===== config.mk =====
export PLATFORM = sky130hd
export DESIGN_NAME = adc_control
export DESIGN_NICKNAME = d
export VERILOG_FILES = /design/src/rtl/adc_tad_gen.v /design/src/rtl/pin_sync.v /design/src/rtl/adc_control.v
export VERILOG_INCLUDE_DIRS = /design/src /design/src/rtl
export SDC_FILE = /design/constraint.sdc
export NUM_CORES = 1
export LEC_CHECK = 0
export BUFFER_PORTS_ARGS = -buffer_cell sky130_fd_sc_hd__buf_2
export CAP_MARGIN = 20
export CORE_MARGIN = 8
export CORE_UTILIZATION = 55
export CTS_CLUSTER_SIZE = 8
export DETAILED_ROUTE_END_ITERATION = 10
export PLACE_DENSITY = 0.8
export SLEW_MARGIN = 10
export SYNTH_ARGS = -nofsm -noshare
export SYNTH_HDL_FRONTEND = slang
export SYNTH_HIERARCHICAL = 1
export SYNTH_SLANG_ARGS = --single-unit

===== constraint.sdc =====
create_clock -name clk_in -period 2.1 [get_ports clk_in]
set_input_delay 0.21 -clock clk_in [delete_from_list [all_inputs] [get_ports clk_in]]
set_output_delay 0.21 -clock clk_in [all_outputs]
set_load 0.02 [all_outputs]

===== src/rtl/adc_ctl_consts.vh =====
// constants for the converter control block: offsets, fields, timing
`ifndef ADC_CTL_CONSTS_VH
`define ADC_CTL_CONSTS_VH

// ==========================================
// register indices (byte address = index * 4)
`define IDX_RESULT 8'h1E
`define IDX_CONTROL 8'h1F
`define IDX_REFSEL 8'h9F
`define IDX_IRQ_STATUS 8'hA0
`define IDX_IRQ_MASK 8'hA1
`define IDX_ANALOG_SEL 8'hA2
`define IDX_PORT_B_DIR 8'hA3
`define IDX_PORT_A 8'hA4
`define IDX_PORT_B 8'hA5
`define IDX_CH_STATUS 8'hA6

// ==========================================
// control register fields
`define CTL_ON_BIT 0
`define CTL_SRC_BIT 1
`define CTL_GO_BIT 2
`define CTL_CHLO_LSB 3
`define CTL_CHLO_MSB 5
`define CTL_CLK_LSB 6
`define CTL_CLK_MSB 7
`define REFSEL_MASK 8'h30
`define IRQ_FLAG_BIT 6

// ==========================================
// reset values
`define CONTROL_RESET 8'h00
`define REFSEL_RESET 8'h00
`define RESULT_RESET 8'h00
`define MASK_RESET 8'h00
`define ANALOG_PIN_SELECT_RESET 8'hFF
`define DIR_RESET 8'hFF

// ==========================================
// conversion timing: 9.5 tad, counted in half tad steps
`define CONV_HALF_TADS 19
`define RC_TAD_NS 4000
`define CLK_NS 10

`endif


===== src/rtl/adc_tad_gen.v =====
// divider making half-period conversion clock enables
`timescale 1ns/10ps
`include "adc_ctl_consts.vh"
module adc_tad_gen #(
   parameter RC_HALF_CYCLES = `RC_TAD_NS / `CLK_NS / 2
) (
   input wire clk_in,
   input wire rst_in,
   input wire run_in,
   input wire [1:0] select_in,
   output reg tick_out
);
   reg [15:0] count;
   reg [15:0] limit;

   // ==========================================
   // divider limit per clock source
   always @* begin
      case (select_in)
         2'b00: limit = 16'h0000;
         2'b01: limit = 16'h0003;
         2'b10: limit = 16'h000F;
         default: limit = RC_HALF_CYCLES[15:0] - 16'h0001;
      endcase
   end

   always @(posedge clk_in) begin
      if (rst_in || !run_in) begin
         count <= 16'h0000;
         tick_out <= 1'b0;
      end else if (count >= limit) begin
         count <= 16'h0000;
         tick_out <= 1'b1;
      end else begin
         count <= count + 16'h0001;
         tick_out <= 1'b0;
      end
   end
endmodule


===== src/rtl/pin_sync.v =====
// three-stage synchroniser for a pin bus, two-stage agreement
`timescale 1ns/10ps
module pin_sync #(
   parameter WIDTH = 8
) (
   input wire clk_in,
   input wire rst_in,
   input wire [WIDTH-1:0] pins_in,
   output reg [WIDTH-1:0] level_out
);
   reg [WIDTH-1:0] stage1;
   reg [WIDTH-1:0] stage2;
   reg [WIDTH-1:0] stage3;
   integer i;

   // ==========================================
   // a bit changes only once stages two and three agree
   always @(posedge clk_in) begin
      if (rst_in) begin
         stage1 <= {WIDTH{1'b0}};
         stage2 <= {WIDTH{1'b0}};
         stage3 <= {WIDTH{1'b0}};
         level_out <= {WIDTH{1'b0}};
      end else begin
         stage1 <= pins_in;
         stage2 <= stage1;
         stage3 <= stage2;
         for (i = 0; i < WIDTH; i = i + 1) begin
            if (stage2[i] == stage3[i]) begin
               level_out[i] <= stage3[i];
            end
         end
      end
   end
endmodule


===== src/rtl/adc_control.v =====
// register side of the 8-bit converter: control, result, flags, ports
`timescale 1ns/10ps
`include "adc_ctl_consts.vh"

// Contract
// - conversion flag, control bit 2, reads one throughout a conversion
// - writing one to the conversion flag starts a conversion
// - hardware clears the conversion flag when the conversion ends
// - source bit zero selects external channel by low channel bits
// - reference field bits 5:4 of control one picks the reference
// - control one bits 7:6 and 3:0 ignore writes, read zero
// - full 8-bit value loads into the result register at the end
// - completion sets the converter flag, bit 6 of the flag register
// - with the interrupt enabled, completion also raises a request
// - result register is read-write on bits 7:0
// - analog-select bit turns off the pin's digital input buffer
// - conversion ignores direction and analog-select settings
// - port reads return zero on pins set as analog inputs
// - converter-on enables; clearing it stops any conversion at once
// - channel is control bits 5:3 low plus bit 1 as source type
// - control bits 7:6 select clock: /2, /8, /32, internal rc
module adc_control #(
   parameter RC_HALF_CYCLES = `RC_TAD_NS / `CLK_NS / 2
) (
   input wire clk_in,
   input wire rst_in,
   // apb slave
   input wire psel_in,
   input wire penable_in,
   input wire pwrite_in,
   input wire [11:0] paddr_in,
   input wire [31:0] pwdata_in,
   output reg [31:0] prdata_out,
   output reg pready_out,
   output reg pslverr_out,
   // analog core
   input wire [7:0] sample_value_in,
   output reg [3:0] channel_out,
   output reg [1:0] reference_out,
   output reg converter_on_out,
   output reg sample_out,
   // pins
   input wire [7:0] port_a_pins_in,
   input wire [7:0] port_b_pins_in,
   output reg [7:0] input_buffer_off_out,
   output reg [7:0] port_b_direction_out,
   output reg irq_out
);
   // ==========================================
   // states
   localparam ST_IDLE = 2'b01;
   localparam ST_CONV = 2'b10;

   reg [1:0] state;
   reg [1:0] next_state;
   reg [7:0] conversion_control;
   reg [7:0] reference_select_control;
   reg [7:0] conversion_result;
   reg [7:0] irq_status;
   reg [7:0] irq_mask;
   reg [7:0] analog_pin_select;
   reg [7:0] port_b_direction;
   reg [4:0] half_tads;
   reg [31:0] next_rdata;
   reg next_err;
   reg done_pulse;

   wire [7:0] port_a_sync;
   wire [7:0] port_b_sync;
   wire tad_tick;
   wire access = psel_in && penable_in && !pready_out;
   wire [9:0] index = paddr_in[11:2];
   wire wr = access && pwrite_in && !next_err;
   wire rd = access && !pwrite_in && !next_err;
   wire converter_on = conversion_control[`CTL_ON_BIT];
   wire source_type_bit = conversion_control[`CTL_SRC_BIT];
   wire [2:0] channel_low_bits =
      conversion_control[`CTL_CHLO_MSB:`CTL_CHLO_LSB];
   wire [1:0] conv_clock_select =
      conversion_control[`CTL_CLK_MSB:`CTL_CLK_LSB];
   wire [1:0] reference_select = reference_select_control[5:4];
   wire wr_control = wr && index == {2'b00, `IDX_CONTROL};
   wire go_write = wr_control && pwdata_in[`CTL_GO_BIT]
      && pwdata_in[`CTL_ON_BIT];
   wire abort = state == ST_CONV && (!converter_on
      || (wr_control && !pwdata_in[`CTL_GO_BIT]));
   wire finish = state == ST_CONV && tad_tick
      && half_tads == 5'd`CONV_HALF_TADS - 5'd1;
   wire [7:0] irq_raise = {1'b0, finish, 6'h00};
   wire clear_status = rd && index == {2'b00, `IDX_IRQ_STATUS};

   // ==========================================
   // conversion clock and pin synchronisers
   adc_tad_gen #(
      .RC_HALF_CYCLES(RC_HALF_CYCLES)
   ) u_tad (
      .clk_in(clk_in),
      .rst_in(rst_in),
      .run_in(state == ST_CONV),
      .select_in(conv_clock_select),
      .tick_out(tad_tick)
   );

   pin_sync #(
      .WIDTH(8)
   ) u_sync_a (
      .clk_in(clk_in),
      .rst_in(rst_in),
      .pins_in(port_a_pins_in),
      .level_out(port_a_sync)
   );

   pin_sync #(
      .WIDTH(8)
   ) u_sync_b (
      .clk_in(clk_in),
      .rst_in(rst_in),
      .pins_in(port_b_pins_in),
      .level_out(port_b_sync)
   );

   // ==========================================
   // conversion sequencer
   always @* begin
      case (state)
         ST_IDLE: begin
            // source is not checked against pin setup
            if (go_write) begin
               next_state = ST_CONV;
            end else begin
               next_state = ST_IDLE;
            end
         end
         ST_CONV: begin
            if (abort || finish) begin
               next_state = ST_IDLE;
            end else begin
               next_state = ST_CONV;
            end
         end
         default: next_state = ST_IDLE;
      endcase
   end

   always @(posedge clk_in) begin
      if (rst_in) begin
         state <= ST_IDLE;
         half_tads <= 5'd0;
         done_pulse <= 1'b0;
      end else begin
         state <= next_state;
         done_pulse <= finish;
         if (state != ST_CONV) begin
            half_tads <= 5'd0;
         end else if (tad_tick) begin
            half_tads <= half_tads + 5'd1;
         end
      end
   end

   // ==========================================
   // control registers
   always @(posedge clk_in) begin
      if (rst_in) begin
         conversion_control <= `CONTROL_RESET;
         reference_select_control <= `REFSEL_RESET;
         analog_pin_select <= `ANALOG_PIN_SELECT_RESET;
         port_b_direction <= `DIR_RESET;
         irq_mask <= `MASK_RESET;
      end else begin
         if (wr_control) begin
            conversion_control <= pwdata_in[7:0];
            // go only sticks when the converter is on; a write landing
            // on the last cycle must not leave go set with nothing running
            conversion_control[`CTL_GO_BIT] <= go_write && !finish
               && !abort;
         end else if (finish || abort) begin
            conversion_control[`CTL_GO_BIT] <= 1'b0;
         end
         if (wr && index == {2'b00, `IDX_REFSEL}) begin
            reference_select_control <=
               pwdata_in[7:0] & `REFSEL_MASK;
         end
         if (wr && index == {2'b00, `IDX_ANALOG_SEL}) begin
            analog_pin_select <= pwdata_in[7:0];
         end
         if (wr && index == {2'b00, `IDX_PORT_B_DIR}) begin
            port_b_direction <= pwdata_in[7:0];
         end
         if (wr && index == {2'b00, `IDX_IRQ_MASK}) begin
            irq_mask <= pwdata_in[7:0];
         end
      end
   end

   // ==========================================
   // result and sticky flags; completion wins over software
   always @(posedge clk_in) begin
      if (rst_in) begin
         conversion_result <= `RESULT_RESET;
         irq_status <= 8'h00;
      end else begin
         if (finish) begin
            conversion_result <= sample_value_in;
         end else if (wr && index == {2'b00, `IDX_RESULT}) begin
            conversion_result <= pwdata_in[7:0];
         end
         if (clear_status) begin
            irq_status <= irq_raise;
         end else begin
            irq_status <= irq_status | irq_raise;
         end
      end
   end

   // ==========================================
   // apb read mux, one wait state
   always @* begin
      next_err = 1'b0;
      next_rdata = 32'h0000_0000;
      case (index)
         {2'b00, `IDX_RESULT}: next_rdata[7:0] = conversion_result;
         {2'b00, `IDX_CONTROL}: next_rdata[7:0] = conversion_control;
         {2'b00, `IDX_REFSEL}:
            next_rdata[7:0] = reference_select_control;
         {2'b00, `IDX_IRQ_STATUS}: next_rdata[7:0] = irq_status;
         {2'b00, `IDX_IRQ_MASK}: next_rdata[7:0] = irq_mask;
         {2'b00, `IDX_ANALOG_SEL}: next_rdata[7:0] = analog_pin_select;
         {2'b00, `IDX_PORT_B_DIR}: next_rdata[7:0] = port_b_direction;
         {2'b00, `IDX_PORT_A}:
            next_rdata[7:0] = port_a_sync & ~analog_pin_select;
         {2'b00, `IDX_PORT_B}:
            next_rdata[7:0] = port_b_sync & ~analog_pin_select;
         {2'b00, `IDX_CH_STATUS}:
            next_rdata[7:0] = {4'h0, state == ST_CONV, source_type_bit,
               converter_on, done_pulse};
         default: next_err = 1'b1;
      endcase
   end

   always @(posedge clk_in) begin
      if (rst_in) begin
         prdata_out <= 32'h0000_0000;
         pready_out <= 1'b0;
         pslverr_out <= 1'b0;
      end else begin
         pready_out <= access;
         pslverr_out <= access && next_err;
         if (access && !pwrite_in) begin
            prdata_out <= next_rdata;
         end
      end
   end

   // ==========================================
   // outputs toward the analog core and pins
   always @(posedge clk_in) begin
      if (rst_in) begin
         channel_out <= 4'h0;
         reference_out <= 2'b00;
         converter_on_out <= 1'b0;
         sample_out <= 1'b0;
         input_buffer_off_out <= `ANALOG_PIN_SELECT_RESET;
         port_b_direction_out <= `DIR_RESET;
         irq_out <= 1'b0;
      end else begin
         channel_out <= {source_type_bit, channel_low_bits};
         reference_out <= reference_select;
         converter_on_out <= converter_on;
         sample_out <= state == ST_CONV && !abort;
         input_buffer_off_out <= analog_pin_select;
         port_b_direction_out <= port_b_direction;
         irq_out <= |(irq_status & irq_mask);
      end
   end
endmodule


# Word-level counts from Yosys, hierarchy flattened
# Cells that the tools add are included.
# op_classes
n_addsub	2
magnitude_cmp	1
eq_ne	32
muxes	12
bitwise_logic	5
reduce_logical	41
# op_table
op	n
10-bit by 8-bit == test with 1-bit output, second input constant	8
8-bit one-hot mux with 10 select lines	1
8-bit AND	3
8-bit one-hot mux with 3 select lines	1
1-bit logical AND	23
10-bit by 5-bit == test with 1-bit output, second input constant	2
16-bit by 1-bit adder with 16-bit output, second input constant	1
1-bit == test	16
16-bit by 8-bit greater-or-equal comparator with 1-bit output	1
8-bit two-way mux	2
10-bit OR reduction	1
8-bit NOT	1
8-bit by 7-bit bitwise OR with 8-bit output	1
8-bit OR reduction	1
1-bit zero test	7
7-bit two-way mux	1
2-bit OR reduction	3
5-bit by 1-bit adder with 5-bit output, second input constant	1
5-bit == test, second input constant	1
2-bit by 1-bit == test with 1-bit output, second input constant	2
2-bit == test, second input constant	2
1-bit two-way mux	4
2-bit two-way mux	2
2-bit one-hot mux with 2 select lines	1
other kinds (4)	7
# word_totals
register_bits	174
in_bits	73
output_inout_bits	59
wordCells	139

# Longest topological paths before layout
# Gate-level depths: netlist of the first run.
# depth
depth_word	11
mapped_depth	7
ltp_nobuf	7

# By module
# The synthesis of the first run kept the hierarchy.
# modules_own_cells
module	n_inst	cells_each	area_per_inst_um2	seq_area_each_um2
adc_control	1	459	4102.7	1721.7
pin_sync	2	83	923.4	640.6
adc_tad_gen	1	73	773.2	340.3

# Worst setup path before layout of the first run
# No wires, ideal clock.
# synth_timing
path_type	register to register
start	reg conversion_control[7]
end	reg u_tad.count[2]
setup_time_ps	146
t_arrival_ps	1645
t_required_ps	1954
path_slack_ps	309
path_stages_with_launch	8
path_buffers	0
synth_period_minus_slack_ps	1791
path_cell_list	dfxtp_1 or2_2 inv_1 ha_1 nor2b_1 o211ai_1 a2111oi_4 nor4_1
# synth_between
elab_chain_cells	4
elab_cells_between_ends	6
classes_between	order compare: 1; eq/ne: 2; mux: 1; reduce/logical: 2
# synth_lines
item	line	text
from (decl)	adc_control.v:56	reg [7:0] conversion_control;
from (signal assigned)	adc_control.v:165	conversion_control <= `CONTROL_RESET;
from (signal assigned)	adc_control.v:172	conversion_control <= pwdata_in[7:0];
from (signal, indexed assignment)	adc_control.v:175	conversion_control[`CTL_GO_BIT] <= go_write && !finish
2-bit == test (tied with other cells)	adc_tad_gen.v:19	case (select_in)
8-bit one-hot mux with 3 select lines *	adc_tad_gen.v:19	
16-bit by 8-bit greater-or-equal comparator with 1-bit output *	adc_tad_gen.v:31	end else if (count >= limit) begin
2-bit OR reduction (no line) *	n/a	
to (signal assigned)	adc_tad_gen.v:35	count <= count + 16'h0001;
to (decl)	adc_tad_gen.v:13	reg [15:0] count;
# Mark *: on every way between the ends. The rest lies on a longest branch, timed or not.
# A chain may end at the register's enable or synchronous reset.

# Final worst setup path of the first run
# layout_timing
start	reg conversion_control[6]
end	reg u_tad.count[4]
# The elaborated chain is that of the path after synthesis.

==> run_results.csv, run 1 <==
group,metric,value,unit
route,drtAntennaViolNets,0,
yosys,async_flop_share,0,%
clock_tree,ctsResizeCount,0,
sta,setup_viol,0,
placement,port_buffers,81,
cells_and_area,syn_to_final_growth,17.8,%
sta,worst_slew_pin_slew,0.636,ns
yosys,ys_warn_count,6,
job,max_cap_viol_count,0,
global_route,grt_pass1_wl,26100,um
setup_path,r2r-start,"conversion_control[6]",
cells_and_area,stdcell_count,962,
yosys,avgSynthCellArea,9.63,sq um
setup_path,critPathArrivalTime,2.33,ns
power_and_ir_drop,totalPowerFinal,6.44,mW
global_route,grt-ovfl-total,0,
route,via_per_inst,5.57,
setup_path,crit_path_max_incr_delay,0.34,ns
cells_and_area,nNetsFinal,886,
placement,place_ws,0.0856,ns
setup_path,crit_path_end_kind,"register",
yosys,ys_seq_elements,167,
sta,timing.final.crit_share,95.9,%
sta,timing_max_transition_violations_final,0,
floorplan,die_x,127,um
sta,fin_skew,0.00616,ns
floorplan,pin_count,132,
route,first_iter_violations,419,
floorplan,row_count,40,
clock_tree,cts_htree_levels,4,
clock_tree,cts_tree,"built",
yosys,seq_area_frac_synth,49.7,%
placement,hpwlAfterDp,11900,um
sta,period_minus_slack,2.01,ns
route,drt_wl_total,16400,um
clock_tree,clock_latency,0.42,ns
setup_path,cpMaxStageDelayCell,"dfxtp_1",
clock_tree,root_buffer,"clkbuf_16",
power_and_ir_drop,p_per_area,813,nW/um^2
placement,gp_congestion,0.867,
setup_path,critPathKind,"reg2reg",
yosys,yosys.area.top_type,"dfxtp_1",
sta,hold_viol,0,
setup_path,cp_top_family,"simple AND/OR/NAND/NOR gates",
sta,hold_ws,0.00994,ns
floorplan,die_h,127,um
floorplan,start_util,56.2,%
yosys,synthFlopType,"dfxtp_1",
floorplan,core-area,12000,sq um
setup_path,worst-path-buf-inv,2,
sta,max_freq,497,MHz
floorplan,die_area,16000,sq um
sta,maxSlewHeadroom,57.3,%
global_route,grt_usage,20.4,%
worst_hold_path,hold_class,"in2reg",
sta,grt_setup_unrepaired,"true",
setup_path,path_cells,"or2_2 -> inv_1 -> ha_1 -> nor2b_1 -> o211ai_1 -> a2111oi_4 -> buf_4 -> nor4_1",
global_route,grt_start_max_net_pins,95,
yosys,yosysTopAreaCellShare,49.7,%
clock_tree,cts_buffers,17,
route,dr.pass1.iters,5,
clock_tree,cts_setup_buffers,0,
setup_path,critPathMaxFanout,10,
yosys,netlist_area,6720,sq um
route,avgRoutedWirePerCell,17.0,um
clock_tree,clockBufferDepth,2,
clock_tree,cts.sinks,167,
placement,dpl.cell_count,918,
yosys,synthDistinctLibCells,55,
global_route,antenna_found_initial,0,
status,status,"completed",
worst_hold_path,hp-start,"port_a_pins_in[5]",
cells_and_area,n_antenna_cell,0,
setup_path,worst-endpoint-required,2.42,ns
setup_path,cp-start-kind,"register",
route,vias,5355,
setup_path,crit_start,"conversion_control[6]",
cells_and_area,finish.utilization,66.2,%
yosys,synth_cells,698,
sta,layout_setup_ws,0.0859,ns
clock_tree,clkTransAtPathRegs,0.06,ns
yosys,ys_top_cells_by_area,"dfxtp_1 50%, mux2i_1 5.7%, nor2b_1 5.6%",
power_and_ir_drop,leakage,3.16,nW
power_and_ir_drop,ir_worst_vdd,0.692,mV
global_route,grt_pass1_vias,5346,
route,drc,0,
cells_and_area,final_layout_size_suffix_gt1_share,18.2,%
yosys,synth_edf_count,0,
through the flow:
step / area, sq um / TNS, ns
floorplan: 6830 / 0
CTS: 7920 / 0
detailed placement: 7250 / 0
global route: 7920 / -0.0414
global placement: 7250 / 0
finish: 7920 / 0
synthesized netlist by cell type (10+ instances only):
master	n
nor3_1	16
clkbuf_1	18
nor2_1	49
a21oi_1	28
nor4_1	11
nand3_1	10
buf_4	31
and3_1	14
nand4_1	16
inv_1	24
ha_1	11
a22oi_1	11
mux2i_1	38
nor2b_1	60
o21ai_0	35
nand2_1	55
dfxtp_1	167
kinds of logic after synthesis:
kind of cell / Yosys count / synth area share (%)
AO/OA/AOI/OAI: 108 / 10.3
XOR/XNOR: 11 / 1.43
buffers and inverters: 83 / 6.51
multiplexers: 44 / 6.66
adder cells (fa/ha/maj): 11 / 2.05
flip-flops: 167 / 49.7
AND/OR/NAND/NOR: 272 / 23.2
other: 2 / 0.112
layout make-up:
cell class | instances | area [sq um]
tap | 147 | 184
timing repair buffer | 115 | 706
clock buffer | 25 | 475
clock inverter | 7 | 71.3
multi-input combinational | 477 | 3050
fill | 960 | 4040
sequential | 167 | 3340
inverter | 24 | 90.1
routing by layer:
layer	vias to the layer above	global-route usage [%]	routed length, um
li1	2583	-	-
met1	2502	22.8	6550
met2	230	34.5	7810
met3	40	6.58	1440
met4	0	9.98	586
met5	-	0	0
power breakdown:
group	switching [mW]	internal [mW]	leakage, nW	total, mW
combinational	0.212	0.117	1.54	0.329
sequential	0.0169	3.22	1.36	3.23
clock	1.19	1.69	0.257	2.88
total	1.42	5.02	3.16	6.44
cells in the final DEF, fill, tap and decap left out, types with 4 or more instances in the layout:
master,netlist,final
buf_2,8,80
inv_1,24,24
dfxtp_1,167,167
nor3_1,16,16
buf_4,31,22
dlygate4sd3_1,0,12
a22o_1,4,4
a21oi_1,28,28
and3_1,14,14
clkbuf_16,0,17
xor2_1,5,5
nor2_1,49,49
nand4_1,16,16
nand2_1,55,55
nand3_1,10,10
nand2b_1,6,6
nor2b_1,60,60
o21ai_0,35,35
o211ai_1,9,9
mux2_2,6,6
conb_1,2,31
nor3b_1,8,8
xnor2_1,6,6
a32oi_1,7,7
a22oi_1,11,11
mux2i_1,38,38
nor4_1,11,11
ha_1,11,11
clkbuf_1,18,6
what timing repair did:
action | CTS | global route
hold buffers | 12 | 0
endpoints found under the hold margin | 12 | 0
endpoints found under the setup margin | 0 | 3
state kept, by name, summed over array words and instances, names as in the netlist, 8 cells and up:
name                  flops
u_tad/count              16
prdata_out                8
port_b_direction_out      8
irq_mask                  8
port_b_direction          8
u_sync_a/level_out        8
analog_pin_select         8
u_sync_b/stage3           8
u_sync_b/stage1           8
input_buffer_off_out      8
conversion_result         8
u_sync_a/stage2           8
u_sync_a/stage1           8
u_sync_a/stage3           8
u_sync_b/stage2           8
conversion_control        8
u_sync_b/level_out        8
worst paths after layout:
| path | to | slack [ns] | depth (start not counted) |
|---|---|---|---|
| max | u_tad/count[4] | 0.09 | 8 |
| min reg2reg | u_sync_b/stage2[1] | 0.43 | 1 |
| min | u_sync_a/stage1[5] | 0.01 | 2 |
| max reg2reg | u_tad/count[4] | 0.09 | 8 |
No activity file was read; power rests on OpenSTA's default activity.
==> run 2, diff against run 1 <==
--- a/config.mk
+++ b/config.mk
@@ -9,10 +9,12 @@
 export BUFFER_PORTS_ARGS = -buffer_cell sky130_fd_sc_hd__buf_2
 export CAP_MARGIN = 20
 export CORE_MARGIN = 8
-export CORE_UTILIZATION = 55
+export CORE_UTILIZATION = 57
+export CTS_BUF_LIST = sky130_fd_sc_hd__clkbuf_4
 export CTS_CLUSTER_SIZE = 8
 export DETAILED_ROUTE_END_ITERATION = 10
-export PLACE_DENSITY = 0.8
+export PLACE_DENSITY = 0.82
+export REMOVE_ABC_BUFFERS = 1
 export SLEW_MARGIN = 10
 export SYNTH_ARGS = -nofsm -noshare
 export SYNTH_HDL_FRONTEND = slang
==> constraint.sdc (replaced) <==
create_clock -name clk_in -period 2.1 [get_ports clk_in]
set_input_delay 0.21 -clock clk_in [delete_from_list [all_inputs] [get_ports clk_in]]
set_output_delay 0.21 -clock clk_in [all_outputs]
set_load 0.01 [all_outputs]
==> run_results.csv, run 2 (synthesized netlist as in run 1, its figures left out) <==
group,metric,value,unit
status,status,"completed",
clock_tree,clockBufferDepth,2,
setup_path,rrSetupSlack,0.09,ns
cells_and_area,n_antenna_cell,0,
global_route,grt_pass1_vias,5551,
setup_path,crit_path_end_kind,"register",
global_route,grt_start_max_net_pins,43,
placement,place_ws,0.0873,ns
setup_path,critPathArrivalTime,2.48,ns
setup_path,reg2reg_depth,8,
cells_and_area,syn_to_final_growth,17.4,%
power_and_ir_drop,totalPowerFinal,5.23,mW
route,avgRoutedWirePerCell,16.6,um
worst_hold_path,hold_class,"in2reg",
clock_tree,cts_tree,"built",
sta,timing_max_transition_violations_final,0,
setup_path,cpMaxStageDelayCell,"dfxtp_2",
placement,port_buffers,81,
cells_and_area,final_common_cell,"dfxtp_1",
setup_path,crit_path_max_incr_delay,0.37,ns
sta,fin_skew,0.0220,ns
route,drt_wl_total,16300,um
sta,grt_setup_unrepaired,"true",
worst_hold_path,hold-path-endpoint,"irq_mask[3]",
sta,maxSlewHeadroom,63.9,%
setup_path,critPathKind,"reg2reg",
clock_tree,cts.sinks,167,
floorplan,start_util,58.6,%
clock_tree,cts_buffers,17,
floorplan,core-area,11500,sq um
sta,hold_viol,0,
setup_path,worst-endpoint-required,2.57,ns
floorplan,row_count,39,
cells_and_area,fillers,888,
floorplan,die_area,15500,sq um
sta,worst_slew_pin_slew,0.540,ns
clock_tree,root_buffer,"clkbuf_4",
sta,layout_setup_ws,0.0912,ns
clock_tree,clkTransAtPathRegs,0.13,ns
sta,setup_viol,0,
route,dr.pass1.iters,5,
route,via_per_inst,5.52,
power_and_ir_drop,leakage,3.13,nW
cells_and_area,layout_common_cells,"165 x dfxtp_1, 80 x buf_2, 60 x nor2b_1, 55 x nand2_1, 49 x nor2_1",
cells_and_area,regMostFlops,"u_tad/count",
route,first_iter_violations,416,
route,vias,5438,
power_and_ir_drop,ir_worst_vdd,0.662,mV
cells_and_area,finalInstanceArea,7890,sq um
sta,max_freq,498,MHz
worst_hold_path,min_path_cells,2,
cells_and_area,final_layout_size_suffix_gt1_share,19.0,%
sta,period_minus_slack,2.01,ns
floorplan,die_x,125,um
placement,gp_congestion,0.878,
cells_and_area,largest_register_ffs,16,
setup_path,cp-start-kind,"register",
setup_path,r2r-end,"u_tad/count[3]",
placement,hpwlAfterDp,11500,um
clock_tree,clock_latency,0.56,ns
sta,timing.final.crit_share,95.7,%
worst_hold_path,hp-start,"rst_in",
floorplan,die_h,125,um
power_and_ir_drop,p_per_area,663,nW/um^2
placement,place_area,7290,sq um
floorplan,pin_count,132,
route,drc,0,
global_route,antenna_found_initial,0,
setup_path,critPathMaxFanout,10,
clock_tree,cts_htree_levels,4,
route,drtAntennaViolNets,0,
setup_path,r2r-start,"conversion_control[7]",
setup_path,path_cells,"or2_2 -> inv_1 -> ha_1 -> nor2b_1 -> o211ai_1 -> a2111oi_4 -> buf_4 -> nor4_2",
global_route,grt-ovfl-total,0,
job,max_cap_viol_count,0,
global_route,grt_pass1_wl,26500,um
global_route,grt_usage,20.7,%
cells_and_area,nNetsFinal,914,
## run 2: area by class of cell
cell class | instances | area, sq um | share of cell area, %
timing repair buffer | 143 | 971 | 12.3
clock inverter | 13 | 109 | 1.38
clock buffer | 18 | 135 | 1.71
sequential | 167 | 3350 | 42.4
inverter | 24 | 90.1 | 1.14
tap | 143 | 179 | 2.27
multi-input combinational | 477 | 3060 | 38.8
## run 2: what timing repair did
item                       4_1_cts  5_1_grt
setup endpoints to repair        0        6
hold endpoints to repair        50        0
gates resized for setup          0        4
setup buffers                    0        1
hold buffers                    34        0
## run 2: routing by layer
layer  vias to the layer above  part of all wire, %  track usage [%]
met3                        35                  7.1             6.43
met1                      2549                   42             24.0
met4                         0                  2.4             9.57
met5                         -                    0                0
li1                       2643                    -                -
met2                       211                   49             34.1
## run 2: worst max-delay path by stage
stage,start,cells after the start,endpoint,slack [ns]
floorplan,pready_out,3,port_b_direction[0],0.21
global placement,conversion_control[6],8,u_tad/count[8],0.20
detailed placement,conversion_control[7],8,u_tad/count[6],0.09
CTS,conversion_control[7],8,u_tad/count[6],0.06
global route,conversion_control[7],8,u_tad/count[6],-0.02
finish,conversion_control[7],8,u_tad/count[3],0.09
## run 2: critical path: cells and delay by family, from the launching register on
kind,cells,cell delay (ns)
DFF,1,0.37
adders and majority gates,1,0.23
AOI/OAI and AO/OA,2,0.37
and+or+nand+nor,3,0.71
buffers and inverters,2,0.25
## run 2: where the power goes
part / internal, mW / switching (mW) / leakage (nW)
Sequential: 3.21 / 0.0165 / 1.36
Combinational: 0.146 / 0.198 / 1.66
Clock: 0.581 / 1.08 / 0.115
Total: 3.94 / 1.29 / 3.13
## run 2: metrics by stage
step	std cells	setup TNS, ns	hold slack [ns]	utilization (%)
global placement	920	0	0.416	63.6
finish	985	0	0.0742	68.8
global route	985	-0.0504	0.0439	68.8
floorplan	668	0	0.279	-
detailed placement	920	0	0.423	63.6
CTS	985	0	0.0383	68.7
==> run 3, diff against run 2 <==
--- a/config.mk
+++ b/config.mk
@@ -18,5 +18,4 @@
 export SLEW_MARGIN = 10
 export SYNTH_ARGS = -nofsm -noshare
 export SYNTH_HDL_FRONTEND = slang
-export SYNTH_HIERARCHICAL = 1
 export SYNTH_SLANG_ARGS = --single-unit
==> run_results.csv, run 3 <==
group,metric,value,unit
clock_tree,clockBufferDepth,2,
yosys,synth_cells,655,
sta,layout_setup_ws,0.127,ns
sta,timing_max_transition_violations_final,0,
route,drt_wl_total,14800,um
clock_tree,root_buffer,"clkbuf_4",
sta,timing.final.crit_share,93.9,%
sta,period_minus_slack,1.97,ns
clock_tree,cts_setup_buffers,0,
global_route,grt-ovfl-total,0,
yosys,ys_top_cells_by_count,"167 x dfxtp_1, 66 x nor2b_1, 61 x nor2_1",
global_route,grt_usage,19.8,%
route,routedLengthMet1,6100,um
floorplan,die_x,123,um
cells_and_area,syn_to_final_growth,17.8,%
cells_and_area,regMostFlops,"u_tad.count",
placement,place_ws,0.132,ns
yosys,synthDistinctLibCells,63,
sta,setup_viol,0,
power_and_ir_drop,leakage,3.16,nW
power_and_ir_drop,ir_worst_vdd,0.435,mV
setup_path,worst-endpoint-required,2.57,ns
yosys,synthFlopType,"dfxtp_1",
setup_path,cp_top_family,"simple AND/OR/NAND/NOR gates",
global_route,grt_pass1_vias,5079,
yosys,ys_top_cells_by_area,"dfxtp_1 51%, nor2b_1 6.3%, mux2i_1 4.1%",
route,drc,0,
route,vias,5028,
floorplan,die_area,15100,sq um
power_and_ir_drop,p_per_area,723,nW/um^2
route,avgRoutedWirePerCell,15.8,um
route,first_iter_violations,484,
clock_tree,cts_htree_levels,4,
job,max_cap_viol_count,0,
yosys,ys_warn_count,0,
cells_and_area,nNetsFinal,865,
yosys,async_flop_share,0,%
floorplan,start_util,57.8,%
worst_hold_path,hold_class,"in2reg",
global_route,grt_start_max_net_pins,128,
sta,tns,0,ns
sta,hold_viol,0,
setup_path,cpMaxStageDelayCell,"dfxtp_1",
setup_path,path_cells,"or2_2 -> ha_1 -> nand2b_1 -> a21o_1 -> a211oi_1 -> or2_2 -> and3_1",
yosys,yosysTopAreaCellShare,51.3,%
cells_and_area,fillers,853,
yosys,netlist_area,6510,sq um
yosys,avgSynthCellArea,9.94,sq um
floorplan,core-area,11300,sq um
cells_and_area,n_antenna_cell,0,
sta,max_freq,507,MHz
status,status,"completed",
route,drtAntennaViolNets,0,
cells_and_area,largest_register_ffs,16,
setup_path,worst-path-buf-inv,0,
setup_path,critPathMaxFanout,6,
clock_tree,cts_tree,"built",
yosys,seq_area_frac_synth,51.3,%
global_route,grt_pass1_wl,23800,um
route,met2_length,7660,um
placement,gp_congestion,0.842,
setup_path,critPathArrivalTime,2.44,ns
placement,port_buffers,81,
yosys,ys_seq_elements,167,
route,dr.pass1.iters,5,
cells_and_area,finish.utilization,68.1,%
route,met3_length,768,um
setup_path,critPathKind,"reg2reg",
cells_and_area,final_layout_size_suffix_gt1_share,22.6,%
yosys,yosys.area.top_type,"dfxtp_1",
cells_and_area,final_common_cell,"dfxtp_1",
clock_tree,clock_latency,0.52,ns
clock_tree,cts.sinks,167,
cells_and_area,regArea,3340,sq um
floorplan,die_h,123,um
setup_path,cp_common_cell,"or2_2",
global_route,antenna_found_initial,0,
sta,worst_slew_pin_slew,0.592,ns
cells_and_area,multiInputGateArea,2900,sq um
sta,fin_skew,0.0154,ns
route,highest_layer,"met4",
cells_and_area,layout_common_cells,"167 x dfxtp_1, 80 x buf_2, 66 x nor2b_1, 61 x nor2_1, 44 x nand2_1",
placement,hpwlAfterDp,10300,um
sta,maxSlewHeadroom,60.0,%
yosys,synth_edf_count,0,
clock_tree,clkTransAtPathRegs,0.13,ns
clock_tree,cts_buffers,17,
setup_path,cp-start-kind,"register",
yosys,synth_most_common_cell,"dfxtp_1",
setup_path,crit_path_end_kind,"register",
floorplan,pin_count,132,
route,via_per_inst,5.38,
setup_path,crit_path_max_incr_delay,0.37,ns
floorplan,row_count,39,
==> run 3: cell count changes in the layout (fill, tap and decap cells not counted), sizes merged, moves of 10 or more <==
cell / before / now
nand4: 16 / 6
nand2: 55 / 45
and3: 14 / 3
or2: 2 / 19
nor2: 49 / 62
mux2i: 38 / 27
inv: 25 / 8
nor4: 14 / 2
a211oi: 2 / 15
o21ai: 36 / 19
==> run 3: per-stage QoR <==
stage          cell area (sq um)  total power [mW]  cells  hold slack [ns]
6_report                    7680              5.55    934           0.0405
3_3_place_gp                7030              3.57    871            0.416
4_1_cts                     7670              5.57    934          0.00372
5_1_grt                     7680              5.75    934          0.00938
2_1_floorplan               6270              3.41    626            0.276
3_5_place_dp                7030              3.58    871            0.420
==> run 3: final cells by class <==
cell class / count / area share [%]
inverter: 8 / 0.391
timing repair buffer: 136 / 12.0
clock inverter: 9 / 2.00
tap: 143 / 2.33
clock buffer: 20 / 1.96
multi-input combinational: 451 / 37.8
sequential: 167 / 43.6
==> run 3: worst paths after layout <==
check	startpoint	to	slack (ns)	depth (start not counted)
hold reg to reg	u_sync_b.stage1[7]	u_sync_b.stage2[7]	0.45	1
setup / recovery	conversion_control[7]	u_tad.count[1]	0.13	7
hold / removal	pwdata_in[2]	port_b_direction[2]	0.04	2
setup reg to reg	conversion_control[7]	u_tad.count[1]	0.13	7
==> run 3: per-layer routing <==
metal,vias to the layer above,track usage (%)
met4,0,7.01
met5,-,0
met1,2389,22.7
li1,2446,-
met3,30,4.93
met2,163,35.0
==> run 3: power breakdown <==
group | internal [mW] | total [mW] | leakage (nW) | switching [mW]
Combinational | 0.146 | 0.329 | 1.64 | 0.183
Clock | 0.965 | 1.98 | 0.162 | 1.02
Sequential | 3.22 | 3.24 | 1.36 | 0.0196
==> run 3: repair_timing <==
action | 4_1_cts | 5_1_grt
hold endpoints to repair | 43 | 0
endpoints found under the setup margin | 0 | 5
hold buffers | 34 | 0
gates resized for setup | 0 | 1
==> run 3: kinds of logic (layout without fill, tap and decap cells) <==
family | Yosys count | count (layout) | synth area share (%)
and+or+nand+nor | 252 | 252 | 21.4
DFF | 167 | 167 | 51.3
AOI/OAI and AO/OA | 104 | 104 | 10.8
buffers and inverters | 67 | 173 | 5.92
muxes | 42 | 42 | 6.92
adders and majority gates | 11 | 11 | 2.11
xor gates and xnor gates | 11 | 11 | 1.48
other | 1 | 31 | 0.0576
